[config.mk]
export PLATFORM = sky130hd
export DESIGN_NAME = pes_regs
export DESIGN_NICKNAME = d
export VERILOG_FILES = /design/src/rtl/pes_pkg.sv /design/src/rtl/pes_regs.sv /design/src/rtl/pes_lh_flag.sv /design/src/rtl/pes_link10.sv
export VERILOG_INCLUDE_DIRS = /design/src /design/src/rtl
export SDC_FILE = /design/constraint.sdc
export NUM_CORES = 1
export LEC_CHECK = 0
export BUFFER_PORTS_ARGS = -buffer_cell sky130_fd_sc_hd__clkbuf_2
export CAP_MARGIN = 20
export CORE_MARGIN = 3
export CORE_UTILIZATION = 51
export DETAILED_ROUTE_END_ITERATION = 16
export PLACE_DENSITY_LB_ADDON = 0.1
export SETUP_SLACK_MARGIN = 0.05
export SLEW_MARGIN = 20
export SYNTH_ARGS = -nofsm -noshare
export SYNTH_HDL_FRONTEND = slang
export SYNTH_SLANG_ARGS = --single-unit
[constraint.sdc]
create_clock -name clk -period 2.1 [get_ports clk]
set_clock_uncertainty 0.05 [all_clocks]
set_input_delay 0.315 -clock clk [delete_from_list [all_inputs] [get_ports clk]]
set_output_delay 0.315 -clock clk [all_outputs]
set_load 0.01 [all_outputs]
[src/rtl/pes_map.svh]
`ifndef PES_MAP_SVH
`define PES_MAP_SVH
// Management register addresses.
`define PES_ADDR_EXT_STAT 5'h11
`define PES_ADDR_OPS10    5'h12
// Extended status (low half) bit positions.
`define PES_B17_HALT   6
`define PES_B17_PREM   5
`define PES_B17_ANDONE 4
`define PES_B17_SIGDET 3
`define PES_B17_JAB    2
`define PES_B17_RFLT   1
`define PES_B17_LINK   0
// 10Base-T operations bit positions.
`define PES_B18_RJAB   15
`define PES_B18_POL    14
`define PES_B18_JABINH 5
`define PES_B18_RSV1   4
`define PES_B18_APOL   3
`define PES_B18_SQE    2
`define PES_B18_LLINH  1
`define PES_B18_SQINH  0
// Reset and fixed read values.
`define PES_OPS_CTRL_RST 5'h00
`define PES_RSV1_VAL     1'b1
`define PES_JABCHK_RST   1'b1
`define PES_ZERO16       16'h0000
// Receive jabber timing.
`define PES_CLK_MHZ    40
`define PES_JAB_MIN_US 20000
`define PES_JAB_CYC    (`PES_JAB_MIN_US * `PES_CLK_MHZ)
`define PES_JAB_W      20
`endif

[src/rtl/pes_pkg.sv]
package pes_pkg;
  // One management access request, valid for one cycle.
  typedef struct packed {
    logic        rd;
    logic        wr;
    logic [4:0]  addr;
    logic [15:0] wdata;
  } pes_mreq_t;
  // 100Base receive symbol events.
  typedef struct packed {
    logic mode_100;
    logic pkt_active;
    logic sym_strobe;
    logic sym_is_halt;
    logic sym_is_idle;
  } pes_rx100_t;
  // Live status from negotiation and basic status logic.
  typedef struct packed {
    logic an_enable;
    logic an_done;
    logic sig_detect;
    logic jabber;
    logic remote_fault;
    logic link_up;
  } pes_bsr_t;
  // 10Base-T receive conditions.
  typedef struct packed {
    logic rx_active;
    logic data_ok;
    logic idle_ok;
    logic link_fail;
    logic pol_rev;
  } pes_rx10_t;
  // Writable controls of the operations register.
  typedef struct packed {
    logic jab_inh;
    logic apol_inh;
    logic sqe_inh;
    logic ll_inh;
    logic sq_inh;
  } pes_ops_ctrl_t;
  // Link integrity states.
  typedef enum logic [1:0] {PES_L_FAIL, PES_L_DATA, PES_L_PASS} pes_link_st_t;
endpackage : pes_pkg

[src/rtl/pes_regs.sv]
`include "pes_map.svh"
// Notes on behaviour
// - Halt in packet flags MAC, latches 17.6.
// - Two idles in packet latch 17.5.
// - Halt and premature flags undefined in 10Base-T.
// - 17.4 shows negotiation done and enabled.
// - 17.3 mirrors 100Base-TX signal presence.
// - 17.2 mirrors basic jabber detect.
// - 17.1 mirrors basic remote fault.
// - 17.0 mirrors basic link status.
// - Receive jabber latches 18.15, no other action.
// - Reversed pair polarity latches 18.14.
// - Polarity reversal disturbs nothing else.
// - 18.5 disables transmit jabber checking.
// - 18.3 inhibits automatic polarity correction.
// - Polarity correction also applies to 100Base-TX.
// - 18.2 disables SQE test generation.
// - 18.1 forces 10Base-T link pass.
// - 18.0 drops idle need for link.
// - Duplex or repeater suppresses SQE silently.
module pes_regs
  import pes_pkg::*;
#(
  parameter int unsigned JAB_CYCLES = `PES_JAB_CYC
)
(
  // Clock and reset.
  input  wire logic  clk,
  input  wire logic  resetn,
  // Management register access.
  input  wire pes_mreq_t  mreq,
  output logic [15:0]     rd_data,
  output logic            rd_valid,
  // Receive and status inputs.
  input  wire pes_rx100_t rx,
  input  wire pes_rx10_t  rx10,
  input  wire pes_bsr_t   bsr,
  input  wire logic       full_duplex,
  input  wire logic       repeater,
  // Controls toward the port logic.
  output logic            halt_to_mac,
  output logic            jabber_chk_en,
  output logic            pol_swap_en,
  output logic            sqe_en,
  output logic            link10_pass
);
  ////////////////////////////////////////////////////////////////////////////
  // Declarations.
  localparam logic [`PES_JAB_W-1:0] JAB_LAST = `PES_JAB_W'(JAB_CYCLES - 1);

  // Own state of this module in one record; the flags and the link state sit in their instances.
  typedef struct packed {
    pes_ops_ctrl_t           ctrl;        // Writable controls.
    logic                    prev_idle;   // Last symbol in packet was idle.
    logic [`PES_JAB_W-1:0]   jab_cnt;     // Receive activity length.
    logic [15:0]             rd_data;     // Registered read answer.
    logic                    rd_valid;    // Read answer strobe.
    logic                    halt_mac;    // Halt notice to MAC side.
    logic                    jab_chk_en;  // Transmit jabber check enable.
    logic                    pol_swap_en; // Receive pair swap enable.
    logic                    sqe_en;      // SQE test enable.
  } pes_top_st_t;

  pes_top_st_t st_r;
  pes_top_st_t st_nxt;

  logic rd17;    // Read of extended status.
  logic rd18;    // Read of operations register.
  logic wr18;    // Write of operations register.
  logic halt_ev; // Halt symbol inside a packet.
  logic prem_ev; // Second idle in a row inside a packet.
  logic jab_ev;  // Receive activity reached jabber length.
  logic halt_q;  // Latched flags.
  logic prem_q;
  logic rjab_q;
  logic pol_q;

  ////////////////////////////////////////////////////////////////////////////
  // Access decode and events.
  assign rd17 = mreq.rd && (mreq.addr == `PES_ADDR_EXT_STAT);
  assign rd18 = mreq.rd && (mreq.addr == `PES_ADDR_OPS10);
  assign wr18 = mreq.wr && (mreq.addr == `PES_ADDR_OPS10);

  // Symbol checks only run in 100Base mode; in 10Base-T the flags just
  // keep whatever they held, which software must ignore there.
  assign halt_ev = rx.mode_100 && rx.pkt_active && rx.sym_strobe && rx.sym_is_halt;
  assign prem_ev = rx.mode_100 && rx.pkt_active && rx.sym_strobe && rx.sym_is_idle
                   && st_r.prev_idle;

  // The counter saturates, so the event stays up while jabber lasts.
  assign jab_ev = rx10.rx_active && !rx.mode_100 && (st_r.jab_cnt == JAB_LAST);

  ////////////////////////////////////////////////////////////////////////////
  // Latched-high status flags, cleared by a read of their register.
  pes_lh_flag u_halt
  (
    .clk    (clk),
    .resetn (resetn),
    .set    (halt_ev),
    .clr    (rd17),
    .q      (halt_q)
  );

  pes_lh_flag u_prem
  (
    .clk    (clk),
    .resetn (resetn),
    .set    (prem_ev),
    .clr    (rd17),
    .q      (prem_q)
  );

  // Receive jabber is reported only; nothing else reacts to it.
  pes_lh_flag u_rjab
  (
    .clk    (clk),
    .resetn (resetn),
    .set    (jab_ev),
    .clr    (rd18),
    .q      (rjab_q)
  );

  // Reads as zero again once polarity is seen correct after a read.
  pes_lh_flag u_pol
  (
    .clk    (clk),
    .resetn (resetn),
    .set    (rx10.pol_rev),
    .clr    (rd18),
    .q      (pol_q)
  );

  ////////////////////////////////////////////////////////////////////////////
  // 10Base-T link integrity.
  pes_link10 u_link
  (
    .clk       (clk),
    .resetn    (resetn),
    .data_ok   (rx10.data_ok),
    .idle_ok   (rx10.idle_ok),
    .link_fail (rx10.link_fail),
    .ll_inh    (st_r.ctrl.ll_inh),
    .sq_inh    (st_r.ctrl.sq_inh),
    .link_pass (link10_pass)
  );

  ////////////////////////////////////////////////////////////////////////////
  // Next state of this module's own state record.
  always_comb
  begin
    logic [15:0] r17;
    logic [15:0] r18;
    r17    = `PES_ZERO16;
    r18    = `PES_ZERO16;
    st_nxt = st_r;

    // Idle history only counts inside a 100Base packet.
    if (!(rx.mode_100 && rx.pkt_active))
      st_nxt.prev_idle = 1'b0;
    else if (rx.sym_strobe)
      st_nxt.prev_idle = rx.sym_is_idle;

    // Receive activity length for the jabber check.
    if (!rx10.rx_active || rx.mode_100)
      st_nxt.jab_cnt = '0;
    else if (st_r.jab_cnt != JAB_LAST)
      st_nxt.jab_cnt = st_r.jab_cnt + `PES_JAB_W'(1);

    // Reserved bits of a write are dropped; the manager writes their
    // defaults anyway, so storing them would buy nothing.
    if (wr18)
    begin
      st_nxt.ctrl.jab_inh  = mreq.wdata[`PES_B18_JABINH];
      st_nxt.ctrl.apol_inh = mreq.wdata[`PES_B18_APOL];
      st_nxt.ctrl.sqe_inh  = mreq.wdata[`PES_B18_SQE];
      st_nxt.ctrl.ll_inh   = mreq.wdata[`PES_B18_LLINH];
      st_nxt.ctrl.sq_inh   = mreq.wdata[`PES_B18_SQINH];
    end

    // Extended status, low half; upper bits read zero here.
    r17[`PES_B17_HALT]   = halt_q;
    r17[`PES_B17_PREM]   = prem_q;
    r17[`PES_B17_ANDONE] = bsr.an_enable && bsr.an_done;
    r17[`PES_B17_SIGDET] = rx.mode_100 && bsr.sig_detect;
    r17[`PES_B17_JAB]    = bsr.jabber;
    r17[`PES_B17_RFLT]   = bsr.remote_fault;
    r17[`PES_B17_LINK]   = bsr.link_up;

    // Operations register; reserved bits read their defaults.
    r18[`PES_B18_RJAB]   = rjab_q;
    r18[`PES_B18_POL]    = pol_q;
    r18[`PES_B18_JABINH] = st_r.ctrl.jab_inh;
    r18[`PES_B18_RSV1]   = `PES_RSV1_VAL;
    r18[`PES_B18_APOL]   = st_r.ctrl.apol_inh;
    r18[`PES_B18_SQE]    = st_r.ctrl.sqe_inh;
    r18[`PES_B18_LLINH]  = st_r.ctrl.ll_inh;
    r18[`PES_B18_SQINH]  = st_r.ctrl.sq_inh;

    // Read answer captures the flags before their clear lands.
    st_nxt.rd_valid = mreq.rd;
    if (rd17)
      st_nxt.rd_data = r17;
    else if (rd18)
      st_nxt.rd_data = r18;
    else
      st_nxt.rd_data = `PES_ZERO16;

    // Port controls, each from a flop.
    st_nxt.halt_mac    = halt_ev;
    st_nxt.jab_chk_en  = !st_r.ctrl.jab_inh;
    // Swap is the only port control driven by reversal and is used in both modes.
    st_nxt.pol_swap_en = rx10.pol_rev && !st_r.ctrl.apol_inh;
    // Automatic suppression leaves the control bit untouched.
    st_nxt.sqe_en      = !st_r.ctrl.sqe_inh && !full_duplex && !repeater;
  end

  ////////////////////////////////////////////////////////////////////////////
  // State register with synchronous reset to defaults.
  always_ff @(posedge clk)
  begin
    if (!resetn)
    begin
      st_r            <= '0;
      st_r.ctrl       <= `PES_OPS_CTRL_RST;
      st_r.jab_chk_en <= `PES_JABCHK_RST;
    end
    else
      st_r <= st_nxt;
  end

  assign rd_data       = st_r.rd_data;
  assign rd_valid      = st_r.rd_valid;
  assign halt_to_mac   = st_r.halt_mac;
  assign jabber_chk_en = st_r.jab_chk_en;
  assign pol_swap_en   = st_r.pol_swap_en;
  assign sqe_en        = st_r.sqe_en;
endmodule : pes_regs

[src/rtl/pes_lh_flag.sv]
`include "pes_map.svh"
module pes_lh_flag
  import pes_pkg::*;
(
  // Clock and reset.
  input  wire logic clk,
  input  wire logic resetn,
  // Event and read strobe.
  input  wire logic set,
  input  wire logic clr,
  // Held flag.
  output logic      q
);
  typedef struct packed {
    logic q;
  } pes_flag_st_t;
  pes_flag_st_t st_r;
  pes_flag_st_t st_nxt;

  // A live event beats the read clear so nothing is lost.
  always_comb
  begin
    st_nxt   = st_r;
    st_nxt.q = set | (st_r.q & ~clr);
  end

  // Flags come out of reset cleared.
  always_ff @(posedge clk)
  begin
    if (!resetn)
      st_r <= '0;
    else
      st_r <= st_nxt;
  end

  assign q = st_r.q;
endmodule : pes_lh_flag

[src/rtl/pes_link10.sv]
`include "pes_map.svh"
module pes_link10
  import pes_pkg::*;
(
  // Clock and reset.
  input  wire logic clk,
  input  wire logic resetn,
  // Receive qualifiers.
  input  wire logic data_ok,
  input  wire logic idle_ok,
  input  wire logic link_fail,
  // Controls.
  input  wire logic ll_inh,
  input  wire logic sq_inh,
  // Link result.
  output logic      link_pass
);
  typedef struct packed {
    pes_link_st_t state;
    logic         pass;
  } pes_lnk_st_t;
  pes_lnk_st_t st_r;
  pes_lnk_st_t st_nxt;

  // Link integrity walk; the inhibit overrides every failure.
  always_comb
  begin
    st_nxt = st_r;
    case (st_r.state)
      PES_L_FAIL:
      begin
        if (data_ok)
          st_nxt.state = sq_inh ? PES_L_PASS : PES_L_DATA;
      end
      PES_L_DATA:
      begin
        if (link_fail)
          st_nxt.state = PES_L_FAIL;
        else if (idle_ok)
          st_nxt.state = PES_L_PASS;
      end
      PES_L_PASS:
      begin
        if (link_fail)
          st_nxt.state = PES_L_FAIL;
      end
      default:
      begin
        st_nxt.state = PES_L_FAIL;
      end
    endcase
    if (ll_inh)
      st_nxt.state = PES_L_PASS;
    st_nxt.pass = (st_nxt.state == PES_L_PASS);
  end

  // Link starts failed after reset.
  always_ff @(posedge clk)
  begin
    if (!resetn)
    begin
      st_r.state <= PES_L_FAIL;
      st_r.pass  <= 1'b0;
    end
    else
      st_r <= st_nxt;
  end

  assign link_pass = st_r.pass;
endmodule : pes_link10

* After elaboration in Yosys (flattened, before gate mapping)
Cells that the tools add are included.
** Storage, ports and cells
- ROM bits :: 0
- Word-level logic and storage cells :: 77
- Bits in registers :: 54
- Latch bits :: 0
- Bits in writable memories :: 0
- Memories :: 0
** Cells by class
- Mux-type cells :: 9
- $add $sub $neg :: 1
- Magnitude comparators :: 0
- Equal/unequal tests :: 7
- Divide/modulo/power cells :: 0
- Reductions and logical operators :: 28
- Multiply operators :: 0
- Bitwise logic cells :: 11
- Shift operators :: 0
** Operator list (count)
- adder 20 x 1 -> 20 bit, second input constant :: 1
- equality test 20 bit, second input constant :: 1
- inequality test 20 bit, second input constant :: 1
- logical AND 1 bit :: 15
- two-way mux 2 bit :: 6
- equality test 5 bit, second input constant :: 2
- zero test 1 bit :: 7
- two-way mux 7 bit :: 1
- two-way mux 6 bit :: 1
- one-hot mux 2 bit (3 select lines) :: 1
- AND 1 bit :: 4
- equality test 2 bit, second input constant :: 2
- OR 1 bit :: 4
- OR reduction 2 bit :: 2
- NOT 1 bit :: 3
- OR reduction 3 bit :: 1
- equality test 2 x 1 -> 1 bit, second input constant :: 1
- zero test 2 bit :: 1
- AND reduction 2 bit :: 1
- logical OR 1 bit :: 1

* Depth between registers and ports, before layout
Gate-level depths: netlist (run 1).
- Word-level depth :: 5
- Gate-level depth with buffers :: 6
- Depth with buffers taken out :: 5

* Hierarchy
Synthesis (run 1) repeated with hierarchy kept, for this count alone.
** Unflattened totals
- Cell total of the unflattened synthesis :: 227
- Area, all modules :: 2140.8 sq um
** Modules (own cells, without submodules)
- pes_regs :: instances 1, area each 1831.8 sq um, sequential area each 800.8 sq um, cells an instance 203
- pes_lh_flag :: instances 4, area each 41.3 sq um, sequential area each 20.0 sq um, cells an instance 3
- pes_link10 :: instances 1, area each 143.9 sq um, sequential area each 60.1 sq um, cells an instance 12

* Worst setup path after synthesis (run 1)
No wires, ideal clock.
- Path type :: register to register
- From :: reg st_r[28] (netlist name)
- To :: reg st_r[40] (netlist name)
- Arrival :: 1.655 ns
- Path slack :: 0.335 ns
- Required time :: 1.991 ns
- Stages on the path, launching flop included :: 7
- Path buffers :: 2
- Period minus slack after synthesis :: 1.765 ns
- Cell sequence :: dfxtp_1 -> buf_4 -> nand4_2 -> or4_1 -> clkbuf_2 -> or4_1 -> nand2_1
** Between the ends
- Longest elaborated chain between the ends :: 1
- Elaborated cells on any way between the ends :: 2
- Those cells by class :: add/sub (1); eq/ne (1)
** Ends and longest elaborated chain
- from (decl) :: RTL line pes_regs.sv:64 : pes_top_st_t st_r;
- from (signal assigned) :: RTL line pes_regs.sv:228 : st_r <= st_nxt;
- adder 20 x 1 -> 20 bit / inequality test 20 bit (equally long branches) :: RTL line pes_regs.sv:167, pes_regs.sv:166
Parallel ways exist; a longest one is shown, timed or not.
A chain may end at the register's enable or synchronous reset.

* Worst setup path after layout (run 1)
- From :: reg st_r[24] (netlist name)
- To :: reg st_r[38] (netlist name)
The elaborated chain is that of the path after synthesis.

==> impl_metrics.toml, run 1 <==
[cells_and_area]
final_cell_mix = "dfxtp_1 (47), clkbuf_2 (46), nand2_1 (22)"
diodes = 0
final_common_cell = "dfxtp_1"
drive_gt1_frac = 0.232
fin_cells = 324
design_area_um2 = 2450
multiInputGateArea_um2 = 1050
syn_to_final_growth_pct = 14.0
n_fill_cell = 345
nNetsFinal = 320
final-seq-area_um2 = 941

[clock_network]
cts_hold_buf = 0
cts.repair.resized = 0
numCtsBuffers = 5
clk_pin_slew_ns = 0.09
cts_tree = "yes"
cts_buffer_depth = 2
post_cts_buffers = 0
insertion_delay_ns = 0.29
cts_htree_levels = 2
root_buffer = "clkbuf_8"
clock_sinks = 47

[synthesis]
avgSynthCellArea_um2 = 9.03
netlist_area_um2 = 2150
ys_types = 48
synth_edf_count = 0
yosysTopAreaCell = "dfxtp_1"
postSynth.asyncResetShare = 0
ys_ff_latch = 47
yosysTopAreaCellShare = 0.438
synth_area_leaders = "dfxtp_1 (44%), buf_4 (5.9%), mux2i_1 (4.7%), nand2_1 (3.8%), nor2b_1 (3.2%)"
ys_warn_count = 0
synth-main-ff-cell = "dfxtp_1"
synth_seq_area_share = 0.438
syn_inst = 238

[placement]
placed_cell_area_um2 = 2340
routabilityCongestion = 0.804
dp.cells = 317
pre_cts_ws_ns = 0.238
dpl.hpwl_mm = 3.24
portBuffers = 46

[critical_path]
worstReg2RegStart = "st_r[24]"
cp.arrival_ns = 2.04
critPathKind = "reg -> reg"
start_kind = "flop"
cp_max_fo = 7
crit_start = "st_r[24]"
worst_ep_required_time_ns = 2.24
end_kind = "flop"

[timing]
setup_tns_ns = 0
slew_headroom = 0.619
fin_ws_ns = 0.197
fin_crit_sh = 0.906
drv_slew = 0
fmax_mhz = 525
period_minus_slack_ns = 1.90
setup_viol = 0
worst_pin_slew_ns = 0.557
report.final.hold_viol_count = 0
rsz0062_at_grt = "no"

[global_route]
grt_use_met2 = 0.271
use_met1 = 0.265
overflow = 0
first_global_vias = 1597
track_usage = 0.183
grt_first_pass_wirelength_mm = 7.39
antenna_found_initial = 0
grt_max_degree = 26
met3_usage = 0.0483
top_usage_layer = "met2"

[drt]
dr.first_iter.drc_count = 156
wl_per_cell_um = 13.6
totalWireLength_mm = 4.41
viasPerCell = 5.41
dr.pass1.iters = 4
drt.antenna.violating_nets = 0
drc = 0
num_vias = 1752

[min_path]
min_path_type = "in -> reg"
hold_start = "full_duplex"

[power]
irDropWorstVdd_mv = 0.418
power_frac_comb = 0.054
switchingPower_mw = 0.339
clockPowerShare = 0.390
power_density_nw_per_um2 = 666
pwr-share-seq = 0.556
leakage_nw = 1.06
p_sw_frac = 0.208
p_int_mw = 1.29

[floorplanning]
dieWidth_um = 70.9
ios = 65
initial_core_util = 0.557
die_area_um2 = 5030
std_cell_rows = 22
die_h_um = 70.9
core_area_um2 = 3850

[flow_run]
maxCapViolCount = 0

[run_status]
status = "completed"
worst paths after layout:
kind	end	slack [ns]	depth (start not counted)
setup / recovery	st_r[38]	0.20	4
hold / removal	sqe_en	0.13	2
setup reg to reg	st_r[38]	0.20	4
hold reg to reg	jabber_chk_en	0.37	1
cells by family (layout without fill, tap and decap cells):
logic type,Yosys count,count (layout),synth area share
AND/OR/NAND/NOR,108,108,0.287
adder cells (fa/ha/maj),1,1,0.00582
AO/OA/AOI/OAI,35,35,0.111
buffers and inverters,29,61,0.0815
multiplexers,10,10,0.0466
flip-flops,47,47,0.438
XOR/XNOR,7,7,0.0285
other,1,7,0.00175
through the flow:
step / total power, mW / hold WS, ns / utilization
global placement: 1.01 / 0.341 / 0.608
global route: 1.70 / 0.121 / 0.635
floorplan: 0.978 / 0.320 / -
CTS: 1.65 / 0.121 / 0.635
detailed placement: 1.02 / 0.349 / 0.608
finish: 1.63 / 0.130 / 0.635
state kept, by name, indices dropped and copies added, names as in the netlist:
signal and cells:
u_link.link_pass 1, st_r 26, u_link.st_r 2, halt_to_mac 1, rd_valid 1, u_halt.q 1, u_pol.q 1, pol_swap_en 1
u_rjab.q 1, rd_data 9, u_prem.q 1, sqe_en 1, jabber_chk_en 1
power groups by stage:
| stage | Combinational [mW] | Clock, mW | Sequential [mW] |
|---|---|---|---|
| after floorplan | 0.0494 | 0 | 0.928 |
| after global placement | 0.0870 | 0 | 0.928 |
| after detailed placement | 0.0883 | 0 | 0.928 |
| after CTS | 0.0887 | 0.656 | 0.907 |
| after global routing | 0.0990 | 0.688 | 0.909 |
| final | 0.0884 | 0.635 | 0.907 |
layer usage:
metal / up-vias / wire length, um
li1: 898 / -
met1: 792 / 2130
met2: 57 / 1940
met3: 5 / 303
met4: 0 / 44
met5: - / 0
cell usage after synthesis (2+ instances only):
cell type	n
a2111oi_0	2
a21oi_1	8
a22oi_1	5
and2_1	4
and3_1	10
and4b_1	3
buf_4	17
clkbuf_1	9
dfxtp_1	47
mux2i_1	10
nand2_1	22
nand2b_1	5
nand3_1	7
nand4_1	10
nand4_2	2
nor2_1	14
nor2b_1	11
nor3_1	5
nor4_1	2
nor4b_1	2
o21ai_0	7
o21bai_1	2
o31a_1	2
or3_1	2
or4_1	2
xnor2_1	2
xor2_1	5
layout make-up:
cell class              count  share of cell area
clock inverters             2              0.0153
well taps                  48              0.0245
flip-flops and latches     47               0.384
clock buffers               5              0.0281
inverters                   1             0.00153
multi-input cells         168               0.431
repair buffers             53               0.115
worst max-delay path, cell delays in order, from the launching register on:
cell	delay, ns
dfxtp_1	0.44
nand4_2	0.17
or4_1	0.67
o211a_1	0.26
a31o_2	0.21
(Power assumes the default switching activity.)
==> run 2, diff against run 1 <==
CORE_UTILIZATION = 50   (was 51)
==> impl_metrics.toml, run 2 (synthesized netlist as in run 1, its figures left out) <==
[min_path]
min_path_type = "in -> reg"

[critical_path]
critPathTopFamily = "simple AND/OR/NAND/NOR gates"
cp.arrival_ns = 2.00
worst_ep_required_time_ns = 2.24
slowest_stage = "or4_1"
cp_max_fo = 6
crit_buf_inv = 0
critPathKind = "reg -> reg"
slowest_delay_ns = 0.64
start_kind = "flop"
end_kind = "flop"
worstPathCellList = "nand4_2 -> or4_1 -> o211a_1 -> a31o_2"

[clock_network]
cts.repair.resized = 0
root_buffer = "clkbuf_8"
clock_sinks = 47
cts_hold_buf = 0
post_cts_buffers = 0
clk_pin_slew_ns = 0.09
cts_buffer_depth = 2
cts_htree_levels = 2
numCtsBuffers = 5
insertion_delay_ns = 0.29
cts_tree = "yes"

[timing]
worst_pin_slew_ns = 0.580
period_minus_slack_ns = 1.86
report.final.hold_viol_count = 0
fmax_mhz = 537
setup_viol = 0
rsz0062_at_grt = "no"
slew_headroom = 0.604
drv_slew = 0
fin_crit_sh = 0.886
setup_tns_ns = 0

[placement]
routabilityCongestion = 0.822
portBuffers = 46
dpl.hpwl_mm = 3.16
placed_cell_area_um2 = 2340

[drt]
dr.first_iter.drc_count = 97
num_vias = 1737
dr.pass1.iters = 4
drt.antenna.violating_nets = 0
viasPerCell = 5.31
wl_per_cell_um = 12.8
totalWireLength_mm = 4.17
drc = 0

[floorplanning]
die_h_um = 71.6
initial_core_util = 0.526
core_area_um2 = 4090
dieWidth_um = 71.6
ios = 65
die_area_um2 = 5120
std_cell_rows = 23

[global_route]
antenna_found_initial = 0
grt_first_pass_wirelength_mm = 6.80
first_global_vias = 1503
track_usage = 0.165
grt_max_degree = 26
overflow = 0

[cells_and_area]
nNetsFinal = 320
final_cell_mix = "dfxtp_1 (47), clkbuf_2 (46), nand2_1 (22)"
final_common_cell = "dfxtp_1"
n_fill_cell = 366
largest_register_ffs = 26
drive_gt1_frac = 0.235
design_area_um2 = 2480
multiInputGateArea_um2 = 1050
diodes = 0
syn_to_final_growth_pct = 15.5
final-seq-area_um2 = 941
top_register = "st_r"

[power]
irDropWorstVdd_mv = 0.547
leakage_nw = 1.07
power_density_nw_per_um2 = 711

[flow_run]
maxCapViolCount = 0

[run_status]
status = "completed"
[run 2: worst register-to-register path, delay by kind of cell (launching register included)]
family | cells | cell delay, ns
AO/OA/AOI/OAI | 2 | 0.45
flip-flops | 1 | 0.45
AND/OR/NAND/NOR | 2 | 0.81
[run 2: layout make-up]
cell class              count  share of cell area
multi-input cells         168               0.425
well taps                  50              0.0252
clock inverters             3              0.0272
repair buffers             53               0.114
inverters                   1             0.00151
clock buffers               5              0.0277
flip-flops and latches     47               0.379
[run 2: routing by layer]
metal  GRT usage  share of wire  vias to the layer above
met5           0              0                        -
met4      0.0438         0.0036                        0
met3      0.0449          0.045                        2
met2       0.248           0.44                       37
met1       0.234           0.51                      791
li1            -              -                      907
[run 2: worst paths after layout]
kind	startpoint	to	cells past startpoint	slack [ns]
worst min-delay path	repeater	sqe_en	2	0.13
worst max register to register	st_r[31]	st_r[38]	4	0.24
worst min register to register	st_r[46]	jabber_chk_en	1	0.38
worst max-delay path	st_r[31]	st_r[38]	4	0.24
[run 2: power by group]
group	switching [mW]	total (mW)	internal, mW
Clock	0.298	0.772	0.475
Combinational	0.0431	0.0863	0.0432
Sequential	0.00578	0.907	0.901
Total	0.347	1.77	1.42
[run 2: stage by stage]
stage	std cells	hold slack, ns	util	power, mW	setup slack (ns)
floorplan	244	0.320	-	0.978	0.335
global placement	319	0.347	0.574	1.01	0.274
detailed placement	319	0.357	0.574	1.01	0.248
CTS	327	0.118	0.607	1.78	0.235
global route	327	0.124	0.607	1.82	0.104
finish	327	0.130	0.607	1.77	0.239
==> run 3, diff against run 2 <==
PLACE_DENSITY = 0.89   (was unset)
PLACE_DENSITY_LB_ADDON = unset   (was 0.1)
==> impl_metrics.toml, run 3 (synthesized netlist as in run 1, its figures left out) <==
[run_status]
status = "completed"

[cells_and_area]
diodes = 0
largest_register_ffs = 26
final_common_cell = "dfxtp_1"
nNetsFinal = 318
syn_to_final_growth_pct = 13.9
final-seq-area_um2 = 941
n_fill_cell = 358
drive_gt1_frac = 0.229
multiInputGateArea_um2 = 1050
fin_cells = 325
final_cell_mix = "dfxtp_1 (47), clkbuf_2 (46), nand2_1 (22)"
top_register = "st_r"

[timing]
fin_crit_sh = 0.908
drv_slew = 0
worst_pin_slew_ns = 0.530
fin_ws_ns = 0.194
fmax_mhz = 525
period_minus_slack_ns = 1.91
setup_tns_ns = 0
hold_slack_ns = 0.107
report.final.hold_viol_count = 0
slew_headroom = 0.638
setup_viol = 0
rsz0062_at_grt = "no"

[min_path]
hold_end = "sqe_en"
hold_start = "full_duplex"
whs_path_depth = 2
min_path_type = "in -> reg"

[drt]
wl_per_cell_um = 14.4
wl_met3_um = 233
totalWireLength_mm = 4.68
viasPerCell = 5.60
wl_met2_mm = 2.34
num_vias = 1821
dr.pass1.iters = 4
drt.antenna.violating_nets = 0
drc = 0
routedLengthMet1_mm = 1.99
dr.first_iter.drc_count = 210
top_layer = "met4"

[global_route]
track_usage = 0.183
first_global_vias = 1671
overflow = 0
antenna_found_initial = 0
grt_max_degree = 26
grt_first_pass_wirelength_mm = 7.47

[placement]
portBuffers = 46
dpl.hpwl_mm = 3.26
dp.cells = 317
routabilityCongestion = 0.832
pre_cts_ws_ns = 0.220

[clock_network]
insertion_delay_ns = 0.31
cts_buffer_depth = 2
post_cts_buffers = 0
numCtsBuffers = 5
cts_tree = "yes"
cts_htree_levels = 2
cts_hold_buf = 0
cts.repair.resized = 0
root_buffer = "clkbuf_8"
clk_pin_slew_ns = 0.09
clock_sinks = 47

[critical_path]
slowest_stage = "or4_1"
r2r_slack_ns = 0.19
start_kind = "flop"
r2r_end = "st_r[40]"
critPathKind = "reg -> reg"
worst_ep_required_time_ns = 2.31
cp_max_fo = 7
worstReg2RegStart = "st_r[24]"
crit_top_cell = "or4_1"
crit_buf_inv = 0
end_kind = "flop"
slowest_delay_ns = 0.67
worstPathCellList = "nand4_2 -> or4_1 -> or4_1 -> nand2_1"
rr_worst_depth = 4
critPathTopFamily = "simple AND/OR/NAND/NOR gates"
cp.arrival_ns = 2.11

[power]
p_total_mw = 1.69
leakage_nw = 1.06
irDropWorstVdd_mv = 0.367
power_density_nw_per_um2 = 691

[floorplanning]
die_area_um2 = 5120
std_cell_rows = 23
ios = 65
core_area_um2 = 4090
initial_core_util = 0.526
dieWidth_um = 71.6
die_h_um = 71.6

[flow_run]
maxCapViolCount = 0
run 3: power breakdown:
part           total [mW]  switching [mW]  leakage (nW)  internal [mW]
clock network       0.694           0.333        0.0587          0.361
registers           0.908         0.00685         0.380          0.901
logic              0.0895          0.0463         0.620         0.0432
run 3: per-stage QoR:
| step | util | area [um2] |
|---|---|---|
| after floorplan | - | 2170 |
| after global placement | 0.570 | 2330 |
| after detailed placement | 0.570 | 2330 |
| after CTS | 0.599 | 2450 |
| after global routing | 0.599 | 2450 |
| final | 0.599 | 2450 |
run 3: metal layers:
metal | GRT usage | vias to the layer above
met4 | 0.0752 | 0
met1 | 0.224 | 845
met2 | 0.313 | 63
met3 | 0.0337 | 10
met5 | 0 | -
li1 | - | 903
run 3: cell type report:
class,instances,share of cell area
Clock buffer,5,0.0281
Clock inverter,3,0.0194
Inverter,1,0.00153
Multi-Input combinational cell,168,0.431
Sequential cell,47,0.385
Tap cell,50,0.0256
Timing Repair Buffer,51,0.109
run 3: worst max-delay path by stage:
stage          startpoint  slack [ns]       end  cells after the start
6_report         st_r[24]        0.19  st_r[40]                      4
5_1_grt          st_r[24]         0.1  st_r[34]                      4
4_1_cts          st_r[24]        0.19  st_r[40]                      4
3_5_place_dp     st_r[24]        0.22  st_r[40]                      4
3_3_place_gp     st_r[25]        0.28  st_r[40]                      4
2_1_floorplan    st_r[28]        0.34  st_r[40]                      6
